### config.mk
export PLATFORM = sky130hd
export DESIGN_NAME = esba_top
export DESIGN_NICKNAME = d
export VERILOG_FILES = /design/src/verilog/esba_pkg.sv /design/src/verilog/esba_top.sv
export VERILOG_INCLUDE_DIRS = /design/src /design/src/verilog
export SDC_FILE = /design/constraint.sdc
export NUM_CORES = 1
export LEC_CHECK = 0
export ABC_CLOCK_PERIOD_IN_PS = 2700
export BUFFER_PORTS_ARGS = -buffer_cell sky130_fd_sc_hd__buf_4
export CAP_MARGIN = 25
export CELL_PAD_IN_SITES_DETAIL_PLACEMENT = 1
export CELL_PAD_IN_SITES_GLOBAL_PLACEMENT = 1
export CORE_ASPECT_RATIO = 1.75
export CORE_MARGIN = 3
export CORE_UTILIZATION = 51
export DETAILED_ROUTE_END_ITERATION = 16
export GPL_ROUTABILITY_DRIVEN = 1
export HOLD_SLACK_MARGIN = 0.08
export PLACE_DENSITY_LB_ADDON = 0.1
export SLEW_MARGIN = 0
export SYNTH_ARGS = -nofsm -noshare
export SYNTH_HDL_FRONTEND = slang
export SYNTH_SLANG_ARGS = --single-unit
### constraint.sdc
create_clock -name sys_clk -period 2.7 [get_ports sys_clk]
set_input_delay 0.27 -clock sys_clk [delete_from_list [all_inputs] [get_ports sys_clk]]
set_output_delay 0.27 -clock sys_clk [all_outputs]
set_load 0.05 [all_outputs]
### src/verilog/esba_regs.svh
`ifndef ESBA_REGS_SVH
`define ESBA_REGS_SVH

// Per-framer register offsets
`define ESBA_OFF_RX_ALIGN        9'h064
`define ESBA_OFF_RX_NONALIGN     9'h065
`define ESBA_OFF_RX_INTL_ALIGN   9'h066
`define ESBA_OFF_RX_INTL_NONAL   9'h067
`define ESBA_OFF_RX_REMOTE_ALARM 9'h068
`define ESBA_OFF_RX_SPARE4       9'h069
`define ESBA_OFF_RX_SPARE5       9'h06A
`define ESBA_OFF_RX_SPARE6       9'h06B
`define ESBA_OFF_RX_SPARE7       9'h06C
`define ESBA_OFF_RX_SPARE8       9'h06D
`define ESBA_OFF_RX_SPARE_NOW    9'h06E
`define ESBA_OFF_RX_CODEWORD6    9'h06F
`define ESBA_OFF_SPARE_MON_EN    9'h070
`define ESBA_OFF_RX_LS2          9'h091
`define ESBA_OFF_RX_LS7          9'h096
`define ESBA_OFF_RX_IM7          9'h0A6
`define ESBA_OFF_TX_SRC_CTRL     9'h114
`define ESBA_OFF_TX_ALIGN        9'h164
`define ESBA_OFF_TX_NONALIGN     9'h165
`define ESBA_OFF_TX_INTL_ALIGN   9'h166
`define ESBA_OFF_TX_INTL_NONAL   9'h167
`define ESBA_OFF_TX_REMOTE_ALARM 9'h168
`define ESBA_OFF_TX_SPARE4       9'h169
`define ESBA_OFF_TX_SPARE5       9'h16A
`define ESBA_OFF_TX_SPARE6       9'h16B
`define ESBA_OFF_TX_SPARE7       9'h16C
`define ESBA_OFF_TX_SPARE8       9'h16D
`define ESBA_OFF_TX_LS1          9'h190

// Framer copy spacing: bits above the 9-bit offset select the framer
`define ESBA_FRAMER_SEL_MSB      10
`define ESBA_FRAMER_SEL_LSB      9

// Bit positions in the non-align timeslot-zero byte
`define ESBA_BIT_SI              7
`define ESBA_BIT_REMOTE_ALARM    5
`define ESBA_BIT_SPARE4          4
`define ESBA_BIT_SPARE5          3
`define ESBA_BIT_SPARE6          2
`define ESBA_BIT_SPARE7          1
`define ESBA_BIT_SPARE8          0

// Status bit positions
`define ESBA_LS2_ALIGN_FRAME     0
`define ESBA_LS2_MULTIFRAME      1
`define ESBA_LS7_SPARE_CHANGE    0
`define ESBA_LS7_CODEWORD6       1
`define ESBA_TX_LATCHED_STATUS_ONE_MULTIFRAME     3

// Source control bit positions
`define ESBA_SRC_SI_ALIGN        0
`define ESBA_SRC_SI_NONAL        1
`define ESBA_SRC_REMOTE_ALARM    2
`define ESBA_SRC_SPARE4          3

// Reset values and counts
`define ESBA_BYTE_ZERO           8'h00
`define ESBA_NIB_ZERO            4'h0
`define ESBA_DF_LAST             3'h7
`define ESBA_SMF_END_A           3'h3
`define ESBA_SMF_END_B           3'h7
`define ESBA_SMF_STABLE          2'h2
`define ESBA_SPARE_COUNT         5

`endif

### src/verilog/esba_pkg.sv
package esba_pkg;
	typedef logic [7:0] esba_byte_t;
	typedef logic [8:0] esba_off_t;
	typedef logic [2:0] esba_df_idx_t;
	typedef logic [3:0] esba_nib_t;
endpackage

### src/verilog/esba_top.sv
// How it works
// - Receive align and non-align registers capture timeslot-zero bytes every align-frame boundary.
// - Every such refresh sets the align-frame flag in receive latched status two.
// - Eight multiframe receive registers update together with the receive multiframe flag.
// - Transmit overhead registers replace only positions the source control selects.
// - Transmit multiframe registers (166h to 16Dh) are sampled each transmit multiframe, setting the transmit multiframe flag.
// - Without a host rewrite the held transmit values are sent again.
// - Monitor enable selects which spare positions are watched for change.
// - Change in an enabled spare position sets bit 0 of receive latched status seven.
// - That flag requests an interrupt only when mask seven bit 0 is set.
// - Offset 06Eh reads the present received value of each spare bit.
// - Codeword six updates after three stable submultiframes differing from the stored one.
// - Codeword six change sets status seven bit 1, with its own mask bit.
// - Each framer copy decodes at base plus (n-1) times 200 hex.
// - Latched flags clear only on a written one; a new event sets again.
// - Active-low interrupt is low while any unmasked flag of latched status seven is set.
`timescale 1ns/1ps
`include "esba_regs.svh"

module esba_top #(
	parameter logic [1:0] FRAMER_INDEX = 2'h0
) (
	input  wire logic                    sys_clk,
	input  wire logic                    arst_n,
	input  wire logic [10:0]             host_addr,
	input  wire logic [7:0]              host_wdata,
	input  wire logic                    host_wr,
	input  wire logic                    host_rd,
	output      logic [7:0]              host_rdata,
	input  wire logic                    rx_df_strobe,
	input  wire logic                    rx_mf_first,
	input  wire logic [7:0]              rx_align_byte,
	input  wire logic [7:0]              rx_nonalign_byte,
	input  wire logic                    tx_df_strobe,
	input  wire logic                    tx_mf_first,
	input  wire logic [7:0]              tx_align_in,
	input  wire logic [7:0]              tx_nonalign_in,
	output      logic [7:0]              tx_align_out,
	output      logic [7:0]              tx_nonalign_out,
	output      logic                    tx_out_valid,
	output      logic                    irq_out_n
);

	// Bit of an overhead register that belongs to double frame idx (first double frame in MSB)
	function automatic logic pick_bit(input esba_pkg::esba_byte_t r, input esba_pkg::esba_df_idx_t idx);
		pick_bit = r[3'h7 - idx];
	endfunction

	// Shift one new bit into a per-multiframe collector
	function automatic esba_pkg::esba_byte_t shift_in(input esba_pkg::esba_byte_t r, input logic b);
		shift_in = {r[6:0], b};
	endfunction

	esba_pkg::esba_off_t   off;
	logic                  hit;
	logic                  wr_hit;
	logic                  rd_hit;
	esba_pkg::esba_byte_t  rx_align_frame_bits_reg;
	esba_pkg::esba_byte_t  rx_nonalign_frame_bits_reg;
	esba_pkg::esba_byte_t  rx_intl_bits_align_reg;
	esba_pkg::esba_byte_t  rx_intl_bits_nonalign_reg;
	esba_pkg::esba_byte_t  rx_remote_alarm_bits_reg;
	esba_pkg::esba_byte_t  rx_spare_reg [`ESBA_SPARE_COUNT];
	esba_pkg::esba_byte_t  rx_spare_current_values_reg;
	esba_pkg::esba_nib_t   rx_codeword_six_reg;
	esba_pkg::esba_byte_t  spare_monitor_enable_reg;
	logic [1:0]            rx_ls2_reg;
	logic [1:0]            rx_ls7_reg;
	logic [1:0]            rx_irq_mask_seven_reg;
	esba_pkg::esba_byte_t  tx_spare_source_control_reg;
	esba_pkg::esba_byte_t  tx_align_frame_bits_reg;
	esba_pkg::esba_byte_t  tx_nonalign_frame_bits_reg;
	esba_pkg::esba_byte_t  tx_intl_bits_align_reg;
	esba_pkg::esba_byte_t  tx_intl_bits_nonalign_reg;
	esba_pkg::esba_byte_t  tx_remote_alarm_bits_reg;
	esba_pkg::esba_byte_t  tx_spare_reg [`ESBA_SPARE_COUNT];
	logic                  tx_ls1_mf_reg;

	// Receive collectors
	esba_pkg::esba_df_idx_t rx_idx_reg;
	esba_pkg::esba_df_idx_t rx_idx;
	esba_pkg::esba_byte_t  col_si_al_reg;
	esba_pkg::esba_byte_t  col_si_na_reg;
	esba_pkg::esba_byte_t  col_ra_reg;
	esba_pkg::esba_byte_t  col_sp_reg [`ESBA_SPARE_COUNT];
	logic                  rx_seen_reg;
	logic                  rx_mf_done;
	logic [4:0]            spare_now;
	logic [4:0]            spare_diff;
	logic                  spare_event;
	// Codeword six tracking
	esba_pkg::esba_nib_t   cw_col_reg;
	esba_pkg::esba_nib_t   cw_col_next;
	esba_pkg::esba_nib_t   cw_last_reg;
	logic [1:0]            cw_stable_reg;
	logic                  cw_smf_end;
	logic                  cw_event;
	// Transmit shadow
	esba_pkg::esba_byte_t  sh_al_reg;
	esba_pkg::esba_byte_t  sh_na_reg;
	esba_pkg::esba_byte_t  sh_ra_reg;
	esba_pkg::esba_byte_t  sh_sp_reg [`ESBA_SPARE_COUNT];
	esba_pkg::esba_df_idx_t tx_idx_reg;
	esba_pkg::esba_df_idx_t tx_idx;
	logic                  tx_mf_start;
	esba_pkg::esba_byte_t  use_al;
	esba_pkg::esba_byte_t  use_na;
	esba_pkg::esba_byte_t  use_ra;
	esba_pkg::esba_byte_t  use_sp [`ESBA_SPARE_COUNT];
	esba_pkg::esba_byte_t  tx_na_next;
	esba_pkg::esba_byte_t  tx_al_next;
	esba_pkg::esba_byte_t  rdata_next;

	// Address decode per framer copy
	assign off    = host_addr[8:0];
	assign hit    = host_addr[`ESBA_FRAMER_SEL_MSB:`ESBA_FRAMER_SEL_LSB] == FRAMER_INDEX;
	assign wr_hit = host_wr && hit;
	assign rd_hit = host_rd && hit;

	// Receive double-frame position
	assign rx_idx     = rx_mf_first ? 3'h0 : rx_idx_reg;
	assign rx_mf_done = rx_df_strobe && (rx_idx == `ESBA_DF_LAST);

	// Double-frame capture
	always_ff @(posedge sys_clk or negedge arst_n)
	begin
		if (!arst_n)
		begin
			rx_align_frame_bits_reg     <= `ESBA_BYTE_ZERO;
			rx_nonalign_frame_bits_reg  <= `ESBA_BYTE_ZERO;
			rx_spare_current_values_reg <= `ESBA_BYTE_ZERO;
			rx_seen_reg                 <= 1'b0;
		end
		else if (rx_df_strobe)
		begin
			rx_align_frame_bits_reg     <= rx_align_byte;
			rx_nonalign_frame_bits_reg  <= rx_nonalign_byte;
			rx_spare_current_values_reg <= {3'h0, spare_now};
			rx_seen_reg                 <= 1'b1;
		end
	end

	// Multiframe position, collectors and their transfer into the visible registers
	always_ff @(posedge sys_clk or negedge arst_n)
	begin
		if (!arst_n)
		begin
			rx_idx_reg                <= 3'h0;
			col_si_al_reg             <= `ESBA_BYTE_ZERO;
			col_si_na_reg             <= `ESBA_BYTE_ZERO;
			col_ra_reg                <= `ESBA_BYTE_ZERO;
			rx_intl_bits_align_reg    <= `ESBA_BYTE_ZERO;
			rx_intl_bits_nonalign_reg <= `ESBA_BYTE_ZERO;
			rx_remote_alarm_bits_reg  <= `ESBA_BYTE_ZERO;
			for (int i = 0; i < `ESBA_SPARE_COUNT; i++)
			begin
				col_sp_reg[i]   <= `ESBA_BYTE_ZERO;
				rx_spare_reg[i] <= `ESBA_BYTE_ZERO;
			end
		end
		else if (rx_df_strobe)
		begin
			rx_idx_reg    <= rx_idx + 3'h1;
			col_si_al_reg <= shift_in(col_si_al_reg, rx_align_byte[`ESBA_BIT_SI]);
			col_si_na_reg <= shift_in(col_si_na_reg, rx_nonalign_byte[`ESBA_BIT_SI]);
			col_ra_reg    <= shift_in(col_ra_reg, rx_nonalign_byte[`ESBA_BIT_REMOTE_ALARM]);
			for (int i = 0; i < `ESBA_SPARE_COUNT; i++)
				col_sp_reg[i] <= shift_in(col_sp_reg[i], rx_nonalign_byte[`ESBA_BIT_SPARE4 - i]);
			if (rx_mf_done)
			begin
				// All eight move in the same edge so software never sees a mixed set
				rx_intl_bits_align_reg    <= shift_in(col_si_al_reg, rx_align_byte[`ESBA_BIT_SI]);
				rx_intl_bits_nonalign_reg <= shift_in(col_si_na_reg, rx_nonalign_byte[`ESBA_BIT_SI]);
				rx_remote_alarm_bits_reg  <= shift_in(col_ra_reg, rx_nonalign_byte[`ESBA_BIT_REMOTE_ALARM]);
				for (int i = 0; i < `ESBA_SPARE_COUNT; i++)
					rx_spare_reg[i] <= shift_in(col_sp_reg[i], rx_nonalign_byte[`ESBA_BIT_SPARE4 - i]);
			end
		end
	end

	// Spare-bit change monitor
	assign spare_now   = rx_nonalign_byte[`ESBA_BIT_SPARE4:`ESBA_BIT_SPARE8];
	assign spare_diff  = (spare_now ^ rx_spare_current_values_reg[4:0]) & spare_monitor_enable_reg[4:0];
	assign spare_event = rx_df_strobe && rx_seen_reg && (|spare_diff);

	// Codeword six: four bits per submultiframe, qualified over three in a row
	assign cw_col_next = {cw_col_reg[2:0], rx_nonalign_byte[`ESBA_BIT_SPARE6]};
	assign cw_smf_end  = rx_df_strobe && (rx_idx == `ESBA_SMF_END_A || rx_idx == `ESBA_SMF_END_B);
	assign cw_event    = cw_smf_end && (cw_col_next == cw_last_reg) && (cw_stable_reg == `ESBA_SMF_STABLE - 2'h1)
		&& (cw_col_next != rx_codeword_six_reg);

	always_ff @(posedge sys_clk or negedge arst_n)
	begin
		if (!arst_n)
		begin
			cw_col_reg          <= `ESBA_NIB_ZERO;
			cw_last_reg         <= `ESBA_NIB_ZERO;
			cw_stable_reg       <= 2'h0;
			rx_codeword_six_reg <= `ESBA_NIB_ZERO;
		end
		else if (rx_df_strobe)
		begin
			cw_col_reg <= cw_col_next;
			if (cw_smf_end)
			begin
				cw_last_reg <= cw_col_next;
				// Count repeats, saturating; a differing word restarts the run
				if (cw_col_next != cw_last_reg)
					cw_stable_reg <= 2'h0;
				else if (cw_stable_reg != `ESBA_SMF_STABLE)
					cw_stable_reg <= cw_stable_reg + 2'h1;
				if (cw_event)
					rx_codeword_six_reg <= cw_col_next;
			end
		end
	end

	// Latched status and the interrupt it drives; set wins over a same-cycle clear
	always_ff @(posedge sys_clk or negedge arst_n)
	begin
		if (!arst_n)
		begin
			rx_ls2_reg    <= 2'h0;
			rx_ls7_reg    <= 2'h0;
			tx_ls1_mf_reg <= 1'b0;
			irq_out_n     <= 1'b1;
		end
		else
		begin
			rx_ls2_reg[`ESBA_LS2_ALIGN_FRAME] <= rx_df_strobe || (rx_ls2_reg[`ESBA_LS2_ALIGN_FRAME]
				&& !(wr_hit && off == `ESBA_OFF_RX_LS2 && host_wdata[`ESBA_LS2_ALIGN_FRAME]));
			rx_ls2_reg[`ESBA_LS2_MULTIFRAME] <= rx_mf_done || (rx_ls2_reg[`ESBA_LS2_MULTIFRAME]
				&& !(wr_hit && off == `ESBA_OFF_RX_LS2 && host_wdata[`ESBA_LS2_MULTIFRAME]));
			rx_ls7_reg[`ESBA_LS7_SPARE_CHANGE] <= spare_event || (rx_ls7_reg[`ESBA_LS7_SPARE_CHANGE]
				&& !(wr_hit && off == `ESBA_OFF_RX_LS7 && host_wdata[`ESBA_LS7_SPARE_CHANGE]));
			rx_ls7_reg[`ESBA_LS7_CODEWORD6] <= cw_event || (rx_ls7_reg[`ESBA_LS7_CODEWORD6]
				&& !(wr_hit && off == `ESBA_OFF_RX_LS7 && host_wdata[`ESBA_LS7_CODEWORD6]));
			tx_ls1_mf_reg <= tx_mf_start || (tx_ls1_mf_reg
				&& !(wr_hit && off == `ESBA_OFF_TX_LS1 && host_wdata[`ESBA_TX_LATCHED_STATUS_ONE_MULTIFRAME]));
			irq_out_n <= !(|(rx_ls7_reg & rx_irq_mask_seven_reg));
		end
	end

	// Host-written control and transmit registers
	always_ff @(posedge sys_clk or negedge arst_n)
	begin
		if (!arst_n)
		begin
			spare_monitor_enable_reg    <= `ESBA_BYTE_ZERO;
			rx_irq_mask_seven_reg       <= 2'h0;
			tx_spare_source_control_reg <= `ESBA_BYTE_ZERO;
			tx_align_frame_bits_reg     <= `ESBA_BYTE_ZERO;
			tx_nonalign_frame_bits_reg  <= `ESBA_BYTE_ZERO;
			tx_intl_bits_align_reg      <= `ESBA_BYTE_ZERO;
			tx_intl_bits_nonalign_reg   <= `ESBA_BYTE_ZERO;
			tx_remote_alarm_bits_reg    <= `ESBA_BYTE_ZERO;
			for (int i = 0; i < `ESBA_SPARE_COUNT; i++)
				tx_spare_reg[i] <= `ESBA_BYTE_ZERO;
		end
		else if (wr_hit)
		begin
			unique case (off)
				`ESBA_OFF_SPARE_MON_EN:    spare_monitor_enable_reg    <= host_wdata;
				`ESBA_OFF_RX_IM7:          rx_irq_mask_seven_reg       <= host_wdata[1:0];
				`ESBA_OFF_TX_SRC_CTRL:     tx_spare_source_control_reg <= host_wdata;
				`ESBA_OFF_TX_ALIGN:        tx_align_frame_bits_reg     <= host_wdata;
				`ESBA_OFF_TX_NONALIGN:     tx_nonalign_frame_bits_reg  <= host_wdata;
				`ESBA_OFF_TX_INTL_ALIGN:   tx_intl_bits_align_reg      <= host_wdata;
				`ESBA_OFF_TX_INTL_NONAL:   tx_intl_bits_nonalign_reg   <= host_wdata;
				`ESBA_OFF_TX_REMOTE_ALARM: tx_remote_alarm_bits_reg    <= host_wdata;
				`ESBA_OFF_TX_SPARE4:       tx_spare_reg[0]             <= host_wdata;
				`ESBA_OFF_TX_SPARE5:       tx_spare_reg[1]             <= host_wdata;
				`ESBA_OFF_TX_SPARE6:       tx_spare_reg[2]             <= host_wdata;
				`ESBA_OFF_TX_SPARE7:       tx_spare_reg[3]             <= host_wdata;
				`ESBA_OFF_TX_SPARE8:       tx_spare_reg[4]             <= host_wdata;
				default:                   ;
			endcase
		end
	end

	// Transmit multiframe sampling; the shadow holds until the next multiframe
	assign tx_idx      = tx_mf_first ? 3'h0 : tx_idx_reg;
	assign tx_mf_start = tx_df_strobe && tx_mf_first;

	always_ff @(posedge sys_clk or negedge arst_n)
	begin
		if (!arst_n)
		begin
			tx_idx_reg <= 3'h0;
			sh_al_reg  <= `ESBA_BYTE_ZERO;
			sh_na_reg  <= `ESBA_BYTE_ZERO;
			sh_ra_reg  <= `ESBA_BYTE_ZERO;
			for (int i = 0; i < `ESBA_SPARE_COUNT; i++)
				sh_sp_reg[i] <= `ESBA_BYTE_ZERO;
		end
		else if (tx_df_strobe)
		begin
			tx_idx_reg <= tx_idx + 3'h1;
			if (tx_mf_start)
			begin
				// Unwritten registers still hold last values, so they go out again
				sh_al_reg <= tx_intl_bits_align_reg;
				sh_na_reg <= tx_intl_bits_nonalign_reg;
				sh_ra_reg <= tx_remote_alarm_bits_reg;
				for (int i = 0; i < `ESBA_SPARE_COUNT; i++)
					sh_sp_reg[i] <= tx_spare_reg[i];
			end
		end
	end

	// First double frame uses freshly sampled values, later ones the shadow
	always_comb
	begin
		use_al = tx_mf_start ? tx_intl_bits_align_reg : sh_al_reg;
		use_na = tx_mf_start ? tx_intl_bits_nonalign_reg : sh_na_reg;
		use_ra = tx_mf_start ? tx_remote_alarm_bits_reg : sh_ra_reg;
		for (int i = 0; i < `ESBA_SPARE_COUNT; i++)
			use_sp[i] = tx_mf_start ? tx_spare_reg[i] : sh_sp_reg[i];
		tx_al_next = tx_align_in;
		tx_na_next = tx_nonalign_in;
		if (tx_spare_source_control_reg[`ESBA_SRC_SI_ALIGN])
			tx_al_next[`ESBA_BIT_SI] = pick_bit(use_al, tx_idx);
		if (tx_spare_source_control_reg[`ESBA_SRC_SI_NONAL])
			tx_na_next[`ESBA_BIT_SI] = pick_bit(use_na, tx_idx);
		if (tx_spare_source_control_reg[`ESBA_SRC_REMOTE_ALARM])
			tx_na_next[`ESBA_BIT_REMOTE_ALARM] = pick_bit(use_ra, tx_idx);
		for (int i = 0; i < `ESBA_SPARE_COUNT; i++)
			if (tx_spare_source_control_reg[`ESBA_SRC_SPARE4 + i])
				tx_na_next[`ESBA_BIT_SPARE4 - i] = pick_bit(use_sp[i], tx_idx);
	end

	always_ff @(posedge sys_clk or negedge arst_n)
	begin
		if (!arst_n)
		begin
			tx_align_out    <= `ESBA_BYTE_ZERO;
			tx_nonalign_out <= `ESBA_BYTE_ZERO;
			tx_out_valid    <= 1'b0;
		end
		else
		begin
			tx_out_valid <= tx_df_strobe;
			if (tx_df_strobe)
			begin
				tx_align_out    <= tx_al_next;
				tx_nonalign_out <= tx_na_next;
			end
		end
	end

	// Read mux; unmapped or other-framer addresses read zero
	always_comb
	begin
		unique case (off)
			`ESBA_OFF_RX_ALIGN:        rdata_next = rx_align_frame_bits_reg;
			`ESBA_OFF_RX_NONALIGN:     rdata_next = rx_nonalign_frame_bits_reg;
			`ESBA_OFF_RX_INTL_ALIGN:   rdata_next = rx_intl_bits_align_reg;
			`ESBA_OFF_RX_INTL_NONAL:   rdata_next = rx_intl_bits_nonalign_reg;
			`ESBA_OFF_RX_REMOTE_ALARM: rdata_next = rx_remote_alarm_bits_reg;
			`ESBA_OFF_RX_SPARE4:       rdata_next = rx_spare_reg[0];
			`ESBA_OFF_RX_SPARE5:       rdata_next = rx_spare_reg[1];
			`ESBA_OFF_RX_SPARE6:       rdata_next = rx_spare_reg[2];
			`ESBA_OFF_RX_SPARE7:       rdata_next = rx_spare_reg[3];
			`ESBA_OFF_RX_SPARE8:       rdata_next = rx_spare_reg[4];
			`ESBA_OFF_RX_SPARE_NOW:    rdata_next = rx_spare_current_values_reg;
			`ESBA_OFF_RX_CODEWORD6:    rdata_next = {4'h0, rx_codeword_six_reg};
			`ESBA_OFF_SPARE_MON_EN:    rdata_next = spare_monitor_enable_reg;
			`ESBA_OFF_RX_LS2:          rdata_next = {6'h00, rx_ls2_reg};
			`ESBA_OFF_RX_LS7:          rdata_next = {6'h00, rx_ls7_reg};
			`ESBA_OFF_RX_IM7:          rdata_next = {6'h00, rx_irq_mask_seven_reg};
			`ESBA_OFF_TX_SRC_CTRL:     rdata_next = tx_spare_source_control_reg;
			`ESBA_OFF_TX_ALIGN:        rdata_next = tx_align_frame_bits_reg;
			`ESBA_OFF_TX_NONALIGN:     rdata_next = tx_nonalign_frame_bits_reg;
			`ESBA_OFF_TX_INTL_ALIGN:   rdata_next = tx_intl_bits_align_reg;
			`ESBA_OFF_TX_INTL_NONAL:   rdata_next = tx_intl_bits_nonalign_reg;
			`ESBA_OFF_TX_REMOTE_ALARM: rdata_next = tx_remote_alarm_bits_reg;
			`ESBA_OFF_TX_SPARE4:       rdata_next = tx_spare_reg[0];
			`ESBA_OFF_TX_SPARE5:       rdata_next = tx_spare_reg[1];
			`ESBA_OFF_TX_SPARE6:       rdata_next = tx_spare_reg[2];
			`ESBA_OFF_TX_SPARE7:       rdata_next = tx_spare_reg[3];
			`ESBA_OFF_TX_SPARE8:       rdata_next = tx_spare_reg[4];
			`ESBA_OFF_TX_LS1:          rdata_next = {4'h0, tx_ls1_mf_reg, 3'h0};
			default:                   rdata_next = `ESBA_BYTE_ZERO;
		endcase
	end

	always_ff @(posedge sys_clk or negedge arst_n)
	begin
		if (!arst_n)
			host_rdata <= `ESBA_BYTE_ZERO;
		else
			host_rdata <= rd_hit ? rdata_next : `ESBA_BYTE_ZERO;
	end

endmodule

Word level (Yosys, flattened, before mapping):

Cells that the tools add are included.

* output and inout bits: 26
* logic and storage cells: 193
* input port bits: 59
* register bits after elaboration: 354

* reductions and logical operators: 57
* equality and inequality tests: 35
* order comparisons: 1
* $add $sub $neg: 4
* bitwise logic cells: 3
* multiplexer cells: 38

Operators with widths (number)
* one-hot mux 8 bit (28 select lines): 1
* equality test 9 x 7 -> 1 bit (second input constant): 13
* equality test 9 bit (second input constant): 12
* two-way mux 8 bit: 9
* AND reduction 2 bit: 16
* equality test 9 x 8 -> 1 bit (second input constant): 3
* binary-select mux 1 bit (select 3 bit): 8
* logical AND 1 bit: 23
* two-way mux 1 bit: 16
* inequality test 4 bit: 2
* adder 3 x 1 -> 3 bit (second input constant): 2
* logical NOT 1 bit: 6
* logical OR 1 bit: 6
* two-way mux 3 bit: 2
* AND reduction 3 bit: 2
* AND 5 bit: 1
* OR reduction 5 bit: 1
* bitwise XOR 5 bit: 1
* equality test 4 bit: 1
* < comparator 3 x 4 -> 1 bit (second input constant): 1
* two-way mux 2 bit: 2
* equality test 3 x 2 -> 1 bit (second input constant): 1
* equality test 3 bit (second input constant): 1
* subtractor 3 bit (first input constant): 1
* 7 further kinds: 7

Depth between registers and ports, before layout:

Gate-level depths: netlist of the first run.

* word-level depth: 8
* mapped depth: 9
* mapped depth without buffers: 7

Least setup slack after synthesis of the first run:

Ideal clock, no wire load.

* path type: reg2reg
* from: reg rx_idx_reg[0]
* to: reg rx_intl_bits_nonalign_reg[0]
* data arrival time: 1986 ps
* setup slack: 590 ps
* path buffers: 2
* library setup time: 125 ps
* cell stages (with the launch flop): 8
* required time: 2575 ps
* clock period less this slack: 2110 ps
* path through: dfrtp_1 nor2b_1 ha_1 ha_1 nand2_1 clkbuf_1 clkbuf_1 mux2_2

* word-level cells in the longest chain between the ends: 4

RTL lines
* start: declaration: line esba_top.sv:80 `esba_pkg::esba_df_idx_t rx_idx_reg;`
* start signal: assignment: line esba_top.sv:163 `rx_idx_reg <= rx_idx + 3'h1;`
* two-way mux 3 bit: line esba_top.sv:121 `assign rx_idx = rx_mf_first ? 3'h0 : rx_idx_reg;`
* equality test 3 bit (no line)
* logical AND 1 bit: line esba_top.sv:122 `` assign rx_mf_done = rx_df_strobe && (rx_idx == `ESBA_DF_LAST); ``
* AND reduction 2 bit (no line)
* end signal: assignment: line esba_top.sv:153 `` rx_intl_bits_nonalign_reg <= `ESBA_BYTE_ZERO; ``
* end signal: assignment: line esba_top.sv:173 `` rx_intl_bits_nonalign_reg <= shift_in(col_si_na_reg, rx_nonalign_byte[`ESBA_BIT_SI]); ``
* end: declaration: line esba_top.sv:61 `esba_pkg::esba_byte_t rx_intl_bits_nonalign_reg;`

Every way passes these cells.
A chain may end at the register's enable or synchronous reset.

Worst setup path in the final report of the first run:

* from: reg tx_idx_reg[0]
* to: reg tx_nonalign_out[7]

* word-level cells in the longest chain between the ends: 5

RTL lines
* start: declaration: line esba_top.sv:103 `esba_pkg::esba_df_idx_t tx_idx_reg;`
* start signal: assignment: line esba_top.sv:298 `tx_idx_reg <= tx_idx + 3'h1;`
* two-way mux 3 bit: line esba_top.sv:282 `assign tx_idx = tx_mf_first ? 3'h0 : tx_idx_reg;`
* subtractor 3 bit: line esba_top.sv:46 `pick_bit = r[3'h7 - idx];`
* binary-select mux 1 bit (select 3 bit): line esba_top.sv:46
* two-way mux 1 bit (implied by the code): line esba_top.sv:46
* two-way mux 1 bit: line esba_top.sv:323 `` if (tx_spare_source_control_reg[`ESBA_SRC_SI_NONAL]) ``
* end signal: assignment: line esba_top.sv:337 `` tx_nonalign_out <= `ESBA_BYTE_ZERO; ``
* end signal: assignment: line esba_top.sv:346 `tx_nonalign_out <= tx_na_next;`
* end: declaration: line esba_top.sv:39 `output logic [7:0] tx_nonalign_out,`

Every way passes these cells. The select of a mux whose other input is x is not followed.

==> summary.md, run 1 <==
| Metric | Value |
|---|---|
| TritonCTS clock tree | `done` |
| Io pins | `85` |
| R2r setup slk | `between 500 and 600 ps` |
| Via density | `approximately 6.1` |
| Crit Path Class | `reg -> reg` |
| Antenna Cells | `0` |
| Levels on crit path | `6` |
| Crit Reg-Reg Startpoint | `tx_idx_reg[0]$_DFFE_PN0P_` |
| Multi-input logic area | `6710 sq um` |
| Mapped Cells | `between 1,000 and 1,500` |
| Core Region | `29,700 sq um` |
| # DRC | `0` |
| Die Area | `between 30,000 and 40,000 sq um` |
| RR Endpoint | `tx_nonalign_out[7]$_DFFE_PN0P_` |
| Fin crit share | `between 80% and 90%` |
| Status | `finished clean` |
| Crit path to | `tx_nonalign_out[7]$_DFFE_PN0P_` |
| Top cells by area, synth | `dfrtp_1 (54%), mux2_2 (24%), mux2i_1 (2.8%)` |
| Row count | `83` |
| CP top delay family | `flip-flops` |
| GRT Resource Usage Total | `between 20% and 30%` |
| Post-DP HPWL | `approximately 33 mm` |
| Area growth, synth to finish | `17.1%` |
| # nets final | `around 1,400` |
| Htree depth | `1` |
| Data required, critical path | `around 3200 ps` |
| Worst Hold Class | `in -> reg` |
| Worst hold slack | `between 100 and 150 ps` |
| Cell taking the most area after synthesis | `dfrtp_1` |
| Synth async-reset ratio | `between 90% and 100%` |
| Post-synthesis register bit count | `between 300 and 400` |
| Total of max-cap violations | `0` |
| Commonest non-fill, non-tap cell in the layout | `dfrtp_1` |
| RSZ-0062 raised after global routing | `no` |
| Arrival time worst endpoint | `about 2600 ps` |
| Slowest CP cell | `dfrtp_1` |
| Achievable Freq | `~460 MHz` |
| Total gr overflow | `0` |
| DRT iter0 DRCs | `around 560` |
| Die Span Y | `237 um` |
| Initial antenna violation count | `0` |
| Antenna-violating nets left | `0` |
| Setup_tns | `0 ps` |
| Worst-Skew Late Latency | `roughly 580 ps` |
| Lkg Pwr | `around 8.6 nW` |
| Detailed Route WL | `between 40 and 50 mm` |
| Total CTS buffers | `31` |
| EDFF count, synth | `0` |
| Top-area cell type share of the netlist area | `54.3%` |
| Post-synthesis simple-gate area fraction | `around 6.7%` |
| First-pass GRT wire length | `approximately 69 mm` |
| CP Capture Type | `flop` |
| Worst-path clk slew | `approximately 70 ps` |
| Cell area after synthesis | `roughly 16,000 sq um` |
| Setup Viol. Count Final | `0` |
| Clock tree buffer depth | `3` |
| Die Wd | `between 100 and 150 um` |
| Post-CTS Setup Inserts | `0` |
| CP Cell Sequence | `buf_4 > nor2b_1 > a221oi_1 > o21ai_0 > a31oi_1 > a21oi_1` |
| Min Tclk post-route | `around 2200 ps` |
| Port bufs | `84` |
| Slew HR | `between 40% and 50%` |
| Share of layout cells above drive strength 1 | `a little over two fifths` |
| Via count | `a little over 10,000` |
| Commonest cells after routing, fill and taps aside | `dfrtp_1 (337), mux2_2 (334), buf_4 (125)` |
| Power Density | `between 600 and 700 nW/um^2` |
| CTS Sinks | `338` |
| Main synth FF type | `dfrtp_1` |
| Post-synthesis mux area share | `~29%` |
| YS warnings | `0` |
| Syn_nets | `1,237` |
| Largest net degree at the start of global routing | `approximately 70` |
| CP Max Fanout | `16` |
| Xor and xnor area share after synthesis | `0.733%` |
| Crit path from | `tx_idx_reg[0]$_DFFE_PN0P_` |
| Reg area | `~8500 sq um` |
| DR WL/cell | `between 20 and 30 um` |
| Register area share after synthesis | `a little over half` |
| Compound-Gate Fraction of Synth Area | `under 10%` |
| Crit path launch type | `flop` |
| CTS root buffer | `clkbuf_16` |
| Adder-cell share of the synthesized area | `0.483%` |
| Worst slew pin tran | `just over 800 ps` |
| Fin. Hold Viols | `0` |
| Reg2reg path depth | `6` |
| VDD IR max | `542 uV` |
| Gpl congestion | `~1.0` |
| Clock skew | `approximately 16 ps` |
| Unique masters post-synth | `70` |
| Syn Area/Cell | `between 10 and 15 sq um` |
| Starting density of the core | `52.3%` |
| # fillers | `2,904` |
| CP max stage delay | `about 860 ps` |
| Crit path buf inv count | `1` |
| Vias in the first global route | `approximately 11,000` |
| Largest family of logic cells by synthesized area | `multiplexers` |
| First-pass iteration count of the detailed router | `5` |
| Final Slew Violations | `0` |
## repair_timing
action                    CTS  global route
hold endpoints to repair  129             0
resized for setup           0             0
hold buffers               31             0
## Yosys cell counts, types with 3 or more instances
cell,number
o221ai_1,6
and3_1,4
ha_1,6
mux2i_1,44
o22ai_1,12
xnor2_1,4
a221oi_1,13
xor2_1,9
nand2_1,40
mux4_2,10
dfrtp_1,337
nand3b_1,4
mux2_2,334
o211ai_1,4
a31oi_1,14
a22oi_1,15
nor2b_1,18
buf_4,4
a21oi_1,28
inv_1,8
a22o_1,3
nor2_1,48
nor3_1,10
clkbuf_1,37
buf_2,29
nor3_4,4
o31a_1,4
buf_1,4
o21ai_0,27
nand4_1,8
nor3b_1,5
nand2b_1,12
nand3_1,16
a211oi_1,3
## cell families (layout without fill, tap and decap cells)
group | after synthesis | after routing
fa+ha+maj | 6 | 6
simple gates | 191 | 191
mux | 388 | 388
flops | 338 | 338
xor+xnor | 13 | 13
buf+inv | 82 | 232
compound gates | 154 | 154
## per-layer routing
metal,vias to the layer above,GRT usage [%],part of all wire [%]
li1,4566,-,-
met1,5434,35.2,39
met2,291,49.6,53
met3,91,2.27,3.5
met4,0,11.9,4.7
met5,-,0,0
## through the flow
step | cells | setup WS (ps) | power, mW | utilization [%] | instance area (sq um)
4_1_cts | 1704 | 514 | 12.1 | 61.2 | 18200
3_5_place_dp | 1615 | 320 | 7.51 | 56.6 | 16800
2_1_floorplan | 1172 | 590 | 6.81 | - | 15500
3_3_place_gp | 1615 | 326 | 7.42 | 56.6 | 16800
5_1_grt | 1704 | 320 | 12.5 | 61.2 | 18200
6_report | 1704 | 535 | 12.0 | 61.2 | 18200
## how the worst min path moves through the flow
stage | end | depth (start not counted) | start
after detailed placement | sh_na_reg[6]$_DFFE_PN0P_ | 1 | arst_n
after global routing | tx_spare_source_control_reg[6]$_DFFE_PN0P_ | 2 | host_wdata[6]
after floorplan | col_ra_reg[1]$_DFFE_PN0P_ | 0 | arst_n
final | tx_spare_reg[2]$_DFFE_PN0P_ | 2 | host_wdata[2]
after global placement | sh_na_reg[6]$_DFFE_PN0P_ | 1 | arst_n
after CTS | tx_remote_alarm_bits_reg[3]$_DFFE_PN0P_ | 2 | host_wdata[3]
## cell type report
type | instances | share of cell area, %
tap | 382 | 2.63
timing repair buffer | 166 | 7.94
inverter | 8 | 0.165
multi-input combinational | 752 | 36.9
clock buffer | 42 | 4.88
clock inverter | 16 | 0.970
sequential | 338 | 46.5
## power by group
part	internal [mW]	switching, mW
combinational	0.735	0.770
clock	2.60	1.97
sequential	5.54	0.401
No activity file was read; power rests on OpenSTA's default activity.
==> run 2: changes to the inputs <==
Settings changed: ABC_AREA set to 1, ABC_CLOCK_PERIOD_IN_PS 2700 to 2000, CORE_UTILIZATION 51 to 46.
Clock period 2.7 ns to 2 ns, I/O delays scaled along.
==> run 2 against run 1 <==
Against the previous run: critical path depth up 5; maximum frequency up 15%; worst hold slack improved by 21 ps; clock skew up 4.0 ps; critical endpoint is now rx_codeword_six_reg[0]$_DFFE_PN0P_; combinational power is 9% higher.
==> summary.md, run 2 <==
| Metric | Value |
|---|---|
| Commonest cells after routing, fill and taps aside | `nand2_1 (599), dfrtp_1 (337), o21ai_0 (236)` |
| DRT iter0 DRCs | `783 (+40%)` |
| Post-synth top cells | `nand2_1 (601), dfrtp_1 (337), o21ai_0 (237), inv_1 (167), nor2_1 (128)` |
| Arrival time worst endpoint | `2290 ps (-320 ps)` |
| CP Capture Type | `flop` |
| Clock power share | `42.6% (+4.5 points)` |
| Most instantiated library cell after synthesis | `nand2_1` |
| Setup_tns | `0 ps (unchanged)` |
| Data required, critical path | `2400 ps (-750 ps)` |
| DR WL/cell | `21.0 um (-20%)` |
| Cell taking the most area after synthesis | `dfrtp_1` |
| Total CTS buffers | `35 (+13%)` |
| Die Span Y | `252 um (+6.4%)` |
| P_int | `11.8 mW (+33%)` |
| Final core utilization | `55.7% (-5.5 points)` |
| Worst slew pin tran | `749 ps (-58.9 ps)` |
| Antenna Cells | `0 (unchanged)` |
| Gpl congestion | `0.935 (-7.6%)` |
| Antenna-violating nets left | `0 (unchanged)` |
| Die Wd | `147 um (+6.3%)` |
| Synth async-reset ratio | `100% (unchanged)` |
| Area growth, synth to finish | `19.0%` |
| Top-area cell type share of the netlist area | `53.0% (-1.3 points)` |
| Via density | `5.50 (-9.7%)` |
| Total of max-cap violations | `0 (unchanged)` |
| TritonCTS clock tree | `done` |
| YS warnings | `0 (unchanged)` |
| Sw Ratio | `25.9% (-0.23 points)` |
| Clock tree buffer depth | `3 (unchanged)` |
| Port bufs | `84 (unchanged)` |
| Main synth FF type | `dfrtp_1` |
| Cell area after synthesis | `15,900 sq um (+2.4%)` |
| Top cells by area, synth | `dfrtp_1 (53%), nand2_1 (14%), o21ai_0 (7.5%)` |
| Multi-input logic area | `6230 sq um (-7.2%)` |
| GRT Resource Usage Total | `29.5% (+1.3 points)` |
| Via count | `14,100 (+36%)` |
| Power Density | `839 nW/um^2 (+27%)` |
| First-pass GRT wire length | `85.3 mm (+23%)` |
| Slew HR | `49.9% (+3.9 points)` |
| Reg2reg path depth | `11 (+5)` |
| Register area share after synthesis | `53.2% (-1.3 points)` |
| Vias in the first global route | `15,300 (+34%)` |
| Syn Area/Cell | `8.12 sq um (-39%)` |
| Row count | `89 (+7.2%)` |
| Lkg Pwr | `9.26 nW (+7.5%)` |
| Unique masters post-synth | `36 (-49%)` |
| VDD IR max | `815 uV (+50%)` |
| Clock skew | `20.5 ps (+4.02 ps)` |
| Total gr overflow | `0 (unchanged)` |
| Share of layout cells above drive strength 1 | `12.7% (-29 points)` |
| Worst Hold Class | `in -> reg` |
| Flop pwr share | `47.0% (-2.4 points)` |
| Io pins | `85 (unchanged)` |
| # nets final | `2,152 (+58%)` |
| Dpl ws | `-600 ps (-920 ps)` |
| Htree depth | `2 (+1)` |
| Worst hold slack | `139 ps (+20.9 ps)` |
| Setup Viol. Count Final | `0 (unchanged)` |
| Detailed Route WL | `54.0 mm (+20%)` |
| Hold path cells | `4 (+2)` |
| Fin. Hold Viols | `0 (unchanged)` |
| EDFF count, synth | `0 (unchanged)` |
| Post-DP HPWL | `38.9 mm (+20%)` |
| Post-synthesis register bit count | `338 (unchanged)` |
| Die Area | `36,900 sq um (+13%)` |
| CTS root buffer | `clkbuf_16` |
| Initial antenna violation count | `0 (unchanged)` |
| Switching power | `4.12 mW (+31%)` |
| Combinational group share of total power | `10.3% (-2.2 points)` |
| Core Region | `34,000 sq um (+14%)` |
| CTS Sinks | `338 (unchanged)` |
| Largest net degree at the start of global routing | `86 (+26%)` |
| Worst-path clk slew | `70 ps (about the same)` |
| Crit Path Class | `reg -> reg` |
| Reg area | `8460 sq um (unchanged)` |
| CP Max Fanout | `5 (-11)` |
| Mapped Cells | `1,960 (+67%)` |
| Worst-Skew Late Latency | `530 ps (-50 ps)` |
| Design area | `18,900 sq um (+4.1%)` |
| Crit path launch type | `flop` |
| DP Area | `17,400 sq um (+3.2%)` |
| Achievable Freq | `529 MHz (+15%)` |
| First-pass iteration count of the detailed router | `5 (unchanged)` |
| Starting density of the core | `46.8% (-5.4 points)` |
| Min Tclk post-route | `1890 ps (-276 ps)` |
| Setup WS post-layout | `111 ps (-424 ps)` |
| Status | `finished clean` |
| Final Slew Violations | `0 (unchanged)` |
| # DRC | `0 (unchanged)` |
| # fillers | `4,136 (+42%)` |
| Syn_nets | `2,025 (+64%)` |
| Fin crit share | `94.5% (+14 points)` |
| Commonest non-fill, non-tap cell in the layout | `nand2_1` |
## run 2: logic make-up (layout without fill, tap and decap cells)
kind of cell | Yosys count | after routing | share of synthesized area [%]
flops | 338 | 338 | 53.2
fa+ha+maj | 6 | 6 | 0.472
buf+inv | 290 | 440 | 7.76
compound gates | 353 | 353 | 11.7
mux | 3 | 3 | 0.212
xor+xnor | 6 | 6 | 0.330
simple gates | 964 | 964 | 26.4
## run 2: worst paths after layout
kind                       slack, ps                 startpoint                            endpoint
setup / recovery                 110  rx_idx_reg[0]$_DFFE_PN0P_  rx_codeword_six_reg[0]$_DFFE_PN0P_
hold / removal                   140                    host_wr             tx_ls1_mf_reg$_DFF_PN0_
setup reg to reg                 110  rx_idx_reg[0]$_DFFE_PN0P_  rx_codeword_six_reg[0]$_DFFE_PN0P_
hold reg to reg                  470  sh_sp_reg[30]$_DFFE_PN0P_           sh_sp_reg[30]$_DFFE_PN0P_
max in group asynchronous       1030                     arst_n         rx_spare_reg[4]$_DFFE_PN0P_
min in group asynchronous        190                     arst_n           sh_sp_reg[18]$_DFFE_PN0P_
## run 2: stage by stage
stage	total power, mW	instances
CTS	16.0	2561
finish	15.9	2565
floorplan	8.35	1960
detailed placement	9.16	2465
global route	16.5	2565
global placement	9.09	2465
## run 2: worst max-delay path: stages (launching register included)
cell and delay (ps):
dfrtp_1 340, inv_1 50, nor2_2 100, ha_2 200, ha_2 210, o21ai_1 70
buf_4 180, nor2_2 150, nand3_1 130, buf_12 160, nand2_1 60, o21ai_0 90
## run 2: power by group through the flow
| stage | sequential, mW | clock [mW] | combinational, mW |
|---|---|---|---|
| after detailed placement | 7.59 | 0 | 1.57 |
| after global routing | 7.51 | 7.19 | 1.83 |
| after floorplan | 7.59 | 0 | 0.758 |
| final | 7.47 | 6.78 | 1.64 |
| after CTS | 7.47 | 6.91 | 1.65 |
| after global placement | 7.57 | 0 | 1.52 |
## run 2: timing repair
action | in CTS | in global routing
gates resized for setup | 1 | 4
hold buffers | 36 | 0
setup buffers | 0 | 4
endpoints found under the setup margin | 1 | 7
pin swaps | 0 | 0
hold endpoints to repair | 354 | 0
## run 2: cell type report
cell class                 count  area share (%)
sequential                   338            44.7
multi-input combinational   1332            32.9
timing repair buffer         198            9.56
clock buffer                  48            5.48
clock inverter                12           0.760
inverter                     182            3.61
tap                          455            3.01
## run 2: metal layers
metal / vias up / track usage [%] / share of wire, % / wire, um
met5: - / 0 / 0 / 0
met4: 0 / 18.2 / 7.0 / 3780
met3: 146 / 2.98 / 2.7 / 1460
met2: 307 / 54.6 / 53 / 28800
met1: 7025 / 32.1 / 37 / 19900
li1: 6640 / - / - / -
